### src/sync_irq_pkg.sv
/*
 * constants for the sync-channel event latch and main interrupt source 0:
 * register offsets, field positions, widths and reset values.
 * assumes a 16-bit register address and 8-bit register data.
 */
package sync_irq_pkg;
    localparam int ADDR_W = 16;
    localparam int DATA_W = 8;

    localparam logic [15:0] OFF_MAIN_SRC0   = 16'hffe0;
    localparam logic [15:0] OFF_SYNC_SRC    = 16'hffe5;
    localparam logic [15:0] OFF_SYNC_MASK   = 16'hffe6;
    localparam logic [15:0] OFF_MAIN_MASK0  = 16'hffe8;
    localparam logic [15:0] OFF_PIN_A_STAT  = 16'hffe9;
    localparam logic [15:0] OFF_PIN_B_STAT  = 16'hffea;

    localparam int SYNC_BITS = 4;
    localparam int MAIN_BITS = 6;

    localparam int SYNC_BIT_MISS   = 3;
    localparam int SYNC_BIT_DALIGN = 2;
    localparam int SYNC_BIT_FRAME  = 1;
    localparam int SYNC_BIT_MARKER = 0;

    localparam int MAIN_BIT_NOISE  = 5;
    localparam int MAIN_BIT_PIN_B  = 4;
    localparam int MAIN_BIT_PIN_A  = 3;
    localparam int MAIN_BIT_TX_EMP = 2;
    localparam int MAIN_BIT_RX_ERR = 1;
    localparam int MAIN_BIT_RX_FUL = 0;

    localparam int NOISE_CTRL_NOISE_BIT = 6;
    localparam int NOISE_CTRL_ZERO_BIT  = 4;

    localparam logic [3:0] RST_SYNC_SRC  = 4'h0;
    localparam logic [3:0] RST_SYNC_MASK = 4'h0;
    localparam logic [5:0] RST_MAIN_SRC  = 6'h00;
    localparam logic [5:0] RST_MAIN_MASK = 6'h00;
    localparam logic [7:0] RST_RDATA     = 8'h00;
endpackage : sync_irq_pkg

### src/sync_evt_if.sv
/*
 * carrier between the register logic and the sync event latch.
 * assumes one clock shared by both ends.
 */
`timescale 1ns/1ps
interface sync_evt_if;
    logic [3:0] evt;
    logic [3:0] mask;
    logic       rd_clr;
    logic [3:0] src;

    modport latch (input evt, input mask, input rd_clr, output src);
    modport ctrl  (output evt, output mask, output rd_clr, input src);
endinterface : sync_evt_if

### src/sync_evt_latch.sv
/*
 * sticky sync event bits, set only when enabled, cleared by a read.
 * assumes events and the read strobe are on clk_sys.
 */
`timescale 1ns/1ps
module sync_evt_latch (
    input  wire logic   clk_sys,
    input  wire logic   rstn,
    sync_evt_if.latch   sif
);
    logic [3:0] src_q;

    genvar i;
    generate
        for (i = 0; i < sync_irq_pkg::SYNC_BITS; i++) begin : g_bit
            always_ff @(posedge clk_sys) begin
                if (!rstn) begin
                    src_q[i] <= sync_irq_pkg::RST_SYNC_SRC[i];
                end else begin
                    // set beats clear; masked events never land
                    src_q[i] <= (src_q[i] & ~sif.rd_clr) | (sif.evt[i] & sif.mask[i]);
                end
            end
        end
    endgenerate

    assign sif.src = src_q;
endmodule : sync_evt_latch

### src/sync_irq_ctrl.sv
/*
 * sync-channel event register, its mask, main interrupt source 0 with its
 * mask, external pin change latches and the active-low interrupt line.
 * assumes detectors run on clk_sys; ext pins are asynchronous.
 */
// Added by the designer: the address-and-strobe port.
// Summary of operation
// - sync events latch only while enabled
// - reading sync source returns it then clears
// - unused upper bits read as zero
// - bit 3 records missing expected pattern
// - bit 2 records D-channel alignment pattern
// - bit 1 records role-matched frame alignment
// - bit 0 records role-matched channel marker
// - sync mask enables bits 3..0, resets zero
// - any main source bit drives irq low
// - main source bits are condition and mask
// - main bit 5 ORs jitter, noise, zeros
// - jitter condition from external threshold detector
// - noise control bits 6 and 4 used
// - bit 5 zero when inactive or masked
// - pin b change sets bit 4, read clears
// - pin a change sets bit 3, read clears
// - bit 2 follows tx empty, masked
// - bits 1,0 follow rx error, rx full
`timescale 1ns/1ps
module sync_irq_ctrl (
    input  wire logic        clk_sys,
    input  wire logic        rstn,
    input  wire logic [15:0] reg_addr,
    input  wire logic [7:0]  reg_wdata,
    input  wire logic        reg_wr,
    input  wire logic        reg_rd,
    output logic [7:0]       reg_rdata,
    input  wire logic        pattern_miss,
    input  wire logic        dchan_align_pattern,
    input  wire logic        portable_part_role,
    input  wire logic        fixed_frame_align_pattern,
    input  wire logic        portable_frame_align_pattern,
    input  wire logic        fixed_marker_pattern,
    input  wire logic        portable_marker_pattern,
    input  wire logic        jitter_over_threshold,
    input  wire logic [7:0]  noise_control,
    input  wire logic [2:0]  dchan_status,
    input  wire logic        ext_irq_pin_a,
    input  wire logic        ext_irq_pin_b,
    output logic             cpu_irq_input_a_n,
    output logic             sync_summary
);
    function automatic logic addr_hit(input logic [15:0] a, input logic [15:0] off);
        addr_hit = (a == off);
    endfunction : addr_hit

    sync_evt_if sif ();

    logic [3:0] sync_mask_q;
    logic [5:0] main_mask_q;
    logic [5:0] main_src_q;
    logic [5:0] main_src_d;
    logic [7:0] rdata_q;
    logic       irq_n_q;
    logic       summary_q;
    logic [2:0] pin_a_sync_q;
    logic [2:0] pin_b_sync_q;
    logic       pin_a_level_q;
    logic       pin_b_level_q;
    logic       pin_a_pend_q;
    logic       pin_b_pend_q;
    logic       pin_a_change;
    logic       pin_b_change;
    logic       noise_cond;
    logic       rd_sync_src;
    logic       rd_pin_a;
    logic       rd_pin_b;
    logic       frame_hit;
    logic       marker_hit;

    // role picks which pattern variant counts
    assign frame_hit  = portable_part_role ? portable_frame_align_pattern : fixed_frame_align_pattern;
    assign marker_hit = portable_part_role ? portable_marker_pattern : fixed_marker_pattern;

    assign sif.evt[sync_irq_pkg::SYNC_BIT_MISS]   = pattern_miss;
    assign sif.evt[sync_irq_pkg::SYNC_BIT_DALIGN] = dchan_align_pattern;
    assign sif.evt[sync_irq_pkg::SYNC_BIT_FRAME]  = frame_hit;
    assign sif.evt[sync_irq_pkg::SYNC_BIT_MARKER] = marker_hit;
    assign sif.mask   = sync_mask_q;
    assign sif.rd_clr = rd_sync_src;

    sync_evt_latch u_latch (
        .clk_sys (clk_sys),
        .rstn    (rstn),
        .sif     (sif)
    );

    assign rd_sync_src = reg_rd && addr_hit(reg_addr, sync_irq_pkg::OFF_SYNC_SRC);
    assign rd_pin_a    = reg_rd && addr_hit(reg_addr, sync_irq_pkg::OFF_PIN_A_STAT);
    assign rd_pin_b    = reg_rd && addr_hit(reg_addr, sync_irq_pkg::OFF_PIN_B_STAT);

    // mask registers
    always_ff @(posedge clk_sys) begin
        if (!rstn) begin
            sync_mask_q <= sync_irq_pkg::RST_SYNC_MASK;
        end else if (reg_wr && addr_hit(reg_addr, sync_irq_pkg::OFF_SYNC_MASK)) begin
            sync_mask_q <= reg_wdata[3:0];
        end
    end

    always_ff @(posedge clk_sys) begin
        if (!rstn) begin
            main_mask_q <= sync_irq_pkg::RST_MAIN_MASK;
        end else if (reg_wr && addr_hit(reg_addr, sync_irq_pkg::OFF_MAIN_MASK0)) begin
            main_mask_q <= reg_wdata[5:0];
        end
    end

    // external pins: three stages, change counted once stages two and three agree
    always_ff @(posedge clk_sys) begin
        if (!rstn) begin
            pin_a_sync_q <= 3'h0;
            pin_b_sync_q <= 3'h0;
        end else begin
            pin_a_sync_q <= {pin_a_sync_q[1:0], ext_irq_pin_a};
            pin_b_sync_q <= {pin_b_sync_q[1:0], ext_irq_pin_b};
        end
    end

    assign pin_a_change = (pin_a_sync_q[1] == pin_a_sync_q[2]) && (pin_a_sync_q[2] != pin_a_level_q);
    assign pin_b_change = (pin_b_sync_q[1] == pin_b_sync_q[2]) && (pin_b_sync_q[2] != pin_b_level_q);

    always_ff @(posedge clk_sys) begin
        if (!rstn) begin
            pin_a_level_q <= 1'b0;
            pin_b_level_q <= 1'b0;
        end else begin
            if (pin_a_sync_q[1] == pin_a_sync_q[2]) begin
                pin_a_level_q <= pin_a_sync_q[2];
            end
            if (pin_b_sync_q[1] == pin_b_sync_q[2]) begin
                pin_b_level_q <= pin_b_sync_q[2];
            end
        end
    end

    // pending change flags, new change beats a status read
    always_ff @(posedge clk_sys) begin
        if (!rstn) begin
            pin_a_pend_q <= 1'b0;
            pin_b_pend_q <= 1'b0;
        end else begin
            pin_a_pend_q <= (pin_a_pend_q & ~rd_pin_a) | pin_a_change;
            pin_b_pend_q <= (pin_b_pend_q & ~rd_pin_b) | pin_b_change;
        end
    end

    // noise summary
    assign noise_cond = jitter_over_threshold
                      | noise_control[sync_irq_pkg::NOISE_CTRL_NOISE_BIT]
                      | noise_control[sync_irq_pkg::NOISE_CTRL_ZERO_BIT];

    // main source: live conditions gated by mask
    always_comb begin
        main_src_d = 6'h00;
        main_src_d[sync_irq_pkg::MAIN_BIT_NOISE]  = noise_cond;
        main_src_d[sync_irq_pkg::MAIN_BIT_PIN_B]  = pin_b_pend_q;
        main_src_d[sync_irq_pkg::MAIN_BIT_PIN_A]  = pin_a_pend_q;
        main_src_d[sync_irq_pkg::MAIN_BIT_TX_EMP] = dchan_status[2];
        main_src_d[sync_irq_pkg::MAIN_BIT_RX_ERR] = dchan_status[1];
        main_src_d[sync_irq_pkg::MAIN_BIT_RX_FUL] = dchan_status[0];
        main_src_d = main_src_d & main_mask_q;
    end

    always_ff @(posedge clk_sys) begin
        if (!rstn) begin
            main_src_q <= sync_irq_pkg::RST_MAIN_SRC;
            irq_n_q    <= 1'b1;
        end else begin
            main_src_q <= main_src_d;
            irq_n_q    <= ~(|main_src_d);
        end
    end

    always_ff @(posedge clk_sys) begin
        if (!rstn) begin
            summary_q <= 1'b0;
        end else begin
            summary_q <= |sif.src;
        end
    end

    // read port, data valid the cycle after the strobe
    always_ff @(posedge clk_sys) begin
        if (!rstn) begin
            rdata_q <= sync_irq_pkg::RST_RDATA;
        end else if (reg_rd) begin
            case (reg_addr)
                sync_irq_pkg::OFF_MAIN_SRC0:  rdata_q <= {2'h0, main_src_q};
                sync_irq_pkg::OFF_SYNC_SRC:   rdata_q <= {4'h0, sif.src};
                sync_irq_pkg::OFF_SYNC_MASK:  rdata_q <= {4'h0, sync_mask_q};
                sync_irq_pkg::OFF_MAIN_MASK0: rdata_q <= {2'h0, main_mask_q};
                sync_irq_pkg::OFF_PIN_A_STAT: rdata_q <= {6'h00, pin_a_pend_q, pin_a_level_q};
                sync_irq_pkg::OFF_PIN_B_STAT: rdata_q <= {6'h00, pin_b_pend_q, pin_b_level_q};
                default:                      rdata_q <= 8'h00;
            endcase
        end else begin
            rdata_q <= 8'h00;
        end
    end

    assign reg_rdata         = rdata_q;
    assign cpu_irq_input_a_n = irq_n_q;
    assign sync_summary      = summary_q;
endmodule : sync_irq_ctrl

### config.mk
export PLATFORM = sky130hd
export DESIGN_NAME = sync_irq_ctrl
export DESIGN_NICKNAME = d
export VERILOG_FILES = /design/src/sync_irq_pkg.sv /design/src/sync_evt_if.sv /design/src/sync_evt_latch.sv /design/src/sync_irq_ctrl.sv
export SDC_FILE = /design/constraint.sdc
export NUM_CORES = 1
export LEC_CHECK = 0
export ABC_AREA = 0
export ABC_CLOCK_PERIOD_IN_PS = 1600
export BUFFER_PORTS_ARGS = -buffer_cell sky130_fd_sc_hd__buf_2
export CELL_PAD_IN_SITES_DETAIL_PLACEMENT = 0
export CELL_PAD_IN_SITES_GLOBAL_PLACEMENT = 1
export CORE_MARGIN = 2
export CORE_UTILIZATION = 32
export CTS_CLUSTER_DIAMETER = 150
export DETAILED_ROUTE_END_ITERATION = 16
export GPL_ROUTABILITY_DRIVEN = 0
export HOLD_SLACK_MARGIN = 0.1
export PLACE_DENSITY = 0.8
export SYNTH_ARGS = -nofsm -noshare
export SYNTH_HDL_FRONTEND = slang
export SYNTH_SLANG_ARGS = --single-unit
### constraint.sdc
create_clock -name clk_sys -period 1.6 [get_ports clk_sys]
set_clock_uncertainty 0.2 [all_clocks]
set_input_delay 0.24 -clock clk_sys [delete_from_list [all_inputs] [get_ports clk_sys]]
set_output_delay 0.24 -clock clk_sys [all_outputs]
set_load 0.005 [all_outputs]
# == Yosys cells after proc, flatten, opt, wreduce, memory -nomap -nowiden ==
# Index checks and enable logic that the tools add are counted.
# word_totals
ff_bits,40
input_bits,49
out_inout_bits,10
word_cells,62
# op_classes
eq_ne,10
muxes,3
bitwise,23
n_reduce_logical,10
# op_table
cell,n
$eq 16x16->1 const B,6
$pmux 6 s6,1
$and 1x1->1,10
$or 1x1->1,8
$logic_and 1x1->1,7
$and 6x6->6,1
$reduce_or 6->1,1
$not 1->1,4
$reduce_or 4->1,1
$eq 1x1->1,2
$mux 1,2
$ne 1x1->1,2
$reduce_and 2->1,1

# == Depth between registers and ports, before layout ==
# depth
ltp_word,5
depth_mapped,5
mapped_depth_nobuf,4

# == Cells and area by module ==
# Synthesis repeated with hierarchy kept, for this count alone.
# unflattened
hier_cells,170
area_unflattened_um2,1621.6
# by_module_without_submodules
mod,n_inst,cells_per_inst,area_each_um2,seq_area_each_um2
sync_irq_ctrl,1,154,1471.4,680.7
sync_evt_latch,1,16,150.1,80.1

# == Worst setup path before layout ==
# No wires, ideal clock.
# synth_path
path_kind,input -> register
from,input port reg_addr[4]
to,register rdata_q[4] (netlist: reg_rdata[4])
setup_ns,0.092
arrival_time_ns,1.315
required_ns,1.308
path_slack_ns,-0.007
stages,4
path_buffers,0
path_cell_list,and4b_2 > nand4_4 > a2111o_1 > nor4_1
# synth_between
elab_chain_len,2
elab_cells_between_ends,7
classes_between,eq/ne: 6; mux: 1
# synth_lines
item,line_no,source
"start, declared",sync_irq_ctrl.sv:30,"input wire logic [15:0] reg_addr,"
$eq 16x16->1,sync_irq_ctrl.sv:195,case (reg_addr)
$pmux 6 s6 (*),sync_irq_ctrl.sv:195,
"end signal, assigned",sync_irq_ctrl.sv:196,"sync_irq_pkg::OFF_MAIN_SRC0: rdata_q <= {2'h0, main_src_q};"
"end signal, assigned",sync_irq_ctrl.sv:197,"sync_irq_pkg::OFF_SYNC_SRC: rdata_q <= {4'h0, sif.src};"
"end signal, assigned",sync_irq_ctrl.sv:198,"sync_irq_pkg::OFF_SYNC_MASK: rdata_q <= {4'h0, sync_mask_q};"
"end, declared",sync_irq_ctrl.sv:60,logic [7:0] rdata_q;
# Every way passes the cells marked *; elsewhere a longest branch is shown, timed or not.
# A chain may end at the register's enable or synchronous reset.

# == Final worst setup path ==
# layout_path
from,input port reg_addr[4]
to,register rdata_q[5] (netlist: reg_rdata[5])
# Same word-level chain as after synthesis.

==> results.sh <==
export IMPL_outcome="complete, no violations"
export IMPL_total_leakage_power_nw=0.9685
export IMPL_share_clk_of_total_power_pct=47.0
export IMPL_synthTopCellsByCount="sky130_fd_sc_hd__dfxtp_1, sky130_fd_sc_hd__a21oi_1, sky130_fd_sc_hd__o21ai_0, sky130_fd_sc_hd__nand3_1, sky130_fd_sc_hd__nand2_1"
export IMPL_fraction_of_power_consumed_by_combinational_cells_pct=8.5
export IMPL_routed_wire_length_per_instance_um=12.42
export IMPL_postCtsSetupBuffers=0
export IMPL_synth_most_common_cell="sky130_fd_sc_hd__dfxtp_1"
export IMPL_drt_vias_per_instance=4.709
export IMPL_critPathArrivalTime_ps=1370
export IMPL_htree_depth=2
export IMPL_power_mw=2.142
export IMPL_sequentialPowerShare_pct=44.6
export IMPL_cts_made_buffers=5
export IMPL_rsz0062_at_grt="false"
export IMPL_wl_um=4100
export IMPL_core_area_mm2=0.005042
export IMPL_row_count=26
export IMPL_clock_tree_from_tritoncts="built"
export IMPL_first_pass_grt_wire_length_um=6720
export IMPL_nFillCells=502
export IMPL_drt_iter0_markers=73
export IMPL_synth_area_leader_cell="sky130_fd_sc_hd__dfxtp_1"
export IMPL_cp_data_required_time_ps=1600
export IMPL_design_area_mm2=0.002349
export IMPL_crit_path_capture_type="register"
export IMPL_drtPass1Iterations=5
export IMPL_cell_internal_pwr_mw=1.722
export IMPL_grtUsageTotal_pct=14.50
export IMPL_async_s_r_ff_share_synth_pct=0
export IMPL_syn_to_final_growth_pct=41.77
export IMPL_count_of_cell_types_in_the_netlist=38
export IMPL_synth_top_area_share_pct=45.92
export IMPL_critPathLaunchType="primary input"
export IMPL_nets=308
export IMPL_dp_hpwl_um=3049
export IMPL_globalRoute_totalOverflow=0
export IMPL_antennaDiodeCount=0
export IMPL_mean_instance_size_in_the_synthesized_netlist_um2=9.152
export IMPL_worstSetupPathType="in -> reg"
export IMPL_synth_seq_area_share_pct=45.92
export IMPL_worstSkewPairLatency_ps=290
export IMPL_multi_input_gate_area_in_the_final_layout_um2=810.8
export IMPL_yosys_most_used_dff="sky130_fd_sc_hd__dfxtp_1"
export IMPL_drc=0
export IMPL_finalMaxSlewViolations=0
export IMPL_share_of_cells_above_drive_strength_1_pct=31.92
export IMPL_via_count=1554
export IMPL_yosysWarningCount=0
export IMPL_place_ws_ps=-64.84
export IMPL_max_cap_violations=0
export IMPL_number_of_flops_mapped_to_enable_cells_by_yosys=0
export IMPL_irDropWorstVdd_v=0.0005039
export IMPL_layout_worst_path_cycle_share_pct=85.19
export IMPL_die_wd_um=75.95
export IMPL_min_path_type="in -> reg"
export IMPL_pin_count=59
export IMPL_post_dp_cell_area_mm2=0.002036
export IMPL_die_area_mm2=0.005768
export IMPL_worstPathMaxFanout=3
export IMPL_max_clock_freq_ghz=0.7337
export IMPL_slowest_stage="sky130_fd_sc_hd__a2111o_1"
export IMPL_switching_share_pct=19.64
export IMPL_place_port_buffers=48
export IMPL_fin_util_pct=46.58
export IMPL_ys_seq_elements=38
export IMPL_initial_utilization_pct=32.85
export IMPL_clk_root_buffer_cell="sky130_fd_sc_hd__clkbuf_8"
export IMPL_cpPeakStageDelay_ps=340
export IMPL_ant_nets=0
export IMPL_cts_root_to_sink_buffers=2
export IMPL_layout_area_seq_um2=760.7
export IMPL_chipHeight_um=75.95
export IMPL_pwr_density_cell_mw_per_mm2=912.3
export IMPL_synth_area_mm2=0.001657
export IMPL_total_negative_setup_slacks_ps=0
export IMPL_clk_transition_reported_paths_ps=80
export IMPL_switchingPower_mw=0.4208
export IMPL_maximum_number_of_pins_on_one_net_before_global_route_repair=22
export IMPL_path_cells="buf_2 > and4b_2 > nand4_4 > a2111o_1 > nor4_1"
export IMPL_number_of_global_route_vias_before_repair=1488
export IMPL_critPathBufInv=1
export IMPL_total_clock_sinks=38
export IMPL_final_hold_viol_count=0
export IMPL_antenna_found_initial=0
export IMPL_finalSetupViolations=0
export IMPL_synth_top_cells_by_area="sky130_fd_sc_hd__dfxtp_1, sky130_fd_sc_hd__a21oi_1, sky130_fd_sc_hd__o21ai_0"
export IMPL_setup_slack_ps=237.0
export IMPL_period_needed_ps=1363
export IMPL_postSynthCellCount=181
export IMPL_critical_path_top_delay_family="simple AND/OR/NAND/NOR gates"
## stage by stage
stage / hold slack, ps / instances
2_1_floorplan: 167.3 / 182
3_3_place_gp: 216.4 / 305
4_1_cts: 112.7 / 330
5_1_grt: 127.9 / 330
3_5_place_dp: 221.6 / 305
6_report: 123.9 / 330
## cell families after synthesis
| group | share of synthesized area (%) |
|---|---|
| compound gates | 19.41 |
| xor+xnor | 0.5288 |
| buf+inv | 5.362 |
| flops | 45.92 |
| mux | 3.776 |
| other cells | 0.2264 |
| simple gates | 24.77 |
## layout make-up
class / count / area share, %
clock inverters: 2 / 2.557
clock buffers: 6 / 3.516
well taps: 70 / 3.729
repair buffers: 81 / 23.12
inverters: 1 / 0.1598
flip-flops and latches: 38 / 32.39
multi-input cells: 132 / 34.52
## state kept, by name, indices dropped and copies added (netlist names)
name and flops:
sif.mask 4, pin_b_level_q 1, pin_a_sync_q 3, pin_b_sync_q 3
pin_b_pend_q 1, reg_rdata 6, main_src_q 6, pin_a_pend_q 1
cpu_irq_input_a_n 1, sync_summary 1, main_mask_q 6, u_latch.sif.src 4
pin_a_level_q 1
## power by group through the flow
stage	registers (mW)	clock network, mW	logic (mW)
finish	0.955	1.01	0.181
global route	0.955	1.06	0.198
CTS	0.955	1.03	0.180
detailed placement	0.977	0	0.148
global placement	0.977	0	0.147
floorplan	0.976	0	0.0707
## worst reg2reg max path: stages (launching register included)
cell and delay, ps:
sky130_fd_sc_hd__dfxtp_1 350, sky130_fd_sc_hd__mux2i_1 150, sky130_fd_sc_hd__o2bb2ai_1 90, sky130_fd_sc_hd__a222oi_1 330
sky130_fd_sc_hd__nor2_1 70
## worst paths after layout
kind                                      start              end  slack (ps)  cells past startpoint
worst max-delay path                reg_addr[4]     reg_rdata[5]         240                      5
worst min-delay path                reg_addr[0]     reg_rdata[4]         120                      3
worst max register to register     pin_b_pend_q     reg_rdata[1]         300                      4
worst min register to register  pin_a_sync_q[0]  pin_a_sync_q[1]         240                      1
## placed cells by master, fill, tap and decap left out
cell / n
sky130_fd_sc_hd__a2111o_1: 1
sky130_fd_sc_hd__a22oi_1: 3
sky130_fd_sc_hd__and3_2: 2
sky130_fd_sc_hd__xnor2_1: 1
sky130_fd_sc_hd__nand2_1: 14
sky130_fd_sc_hd__and3b_1: 1
sky130_fd_sc_hd__and4bb_2: 1
sky130_fd_sc_hd__nor2b_1: 2
sky130_fd_sc_hd__buf_2: 48
sky130_fd_sc_hd__mux2_2: 2
sky130_fd_sc_hd__a21oi_1: 20
sky130_fd_sc_hd__and3_1: 5
sky130_fd_sc_hd__or2_2: 2
sky130_fd_sc_hd__nand4_4: 1
sky130_fd_sc_hd__nor2_1: 7
sky130_fd_sc_hd__buf_4: 15
sky130_fd_sc_hd__o31ai_1: 1
sky130_fd_sc_hd__dfxtp_1: 38
sky130_fd_sc_hd__clkbuf_8: 6
sky130_fd_sc_hd__and4b_2: 1
sky130_fd_sc_hd__conb_1: 2
sky130_fd_sc_hd__dlygate4sd3_1: 17
sky130_fd_sc_hd__o21bai_1: 1
sky130_fd_sc_hd__buf_12: 1
sky130_fd_sc_hd__nor4_1: 3
sky130_fd_sc_hd__a222oi_1: 3
sky130_fd_sc_hd__a22o_1: 2
sky130_fd_sc_hd__o2bb2ai_1: 2
sky130_fd_sc_hd__o21ai_0: 18
sky130_fd_sc_hd__nor4b_1: 1
sky130_fd_sc_hd__and2_1: 9
sky130_fd_sc_hd__a211o_1: 2
sky130_fd_sc_hd__bufinv_16: 2
sky130_fd_sc_hd__and4_2: 2
sky130_fd_sc_hd__nand3b_1: 2
sky130_fd_sc_hd__nand3_1: 15
sky130_fd_sc_hd__nand2b_1: 2
sky130_fd_sc_hd__mux2i_1: 4
sky130_fd_sc_hd__inv_1: 1
## layer usage
| metal | up-vias | track usage (%) | routed length (um) |
|---|---|---|---|
| met1 | 688 | 17.40 | 1885 |
| li1 | 812 | - | - |
| met3 | 7 | 3.571 | 196 |
| met2 | 47 | 25.09 | 1947 |
| met4 | 0 | 5.455 | 70 |
| met5 | - | 0 | 0 |
## timing repair
| item | CTS | global route |
|---|---|---|
| hold endpoints to repair | 19 | 0 |
| gates resized for setup | 0 | 0 |
| hold buffers | 17 | 0 |
Power figures use the tool's default switching activity.
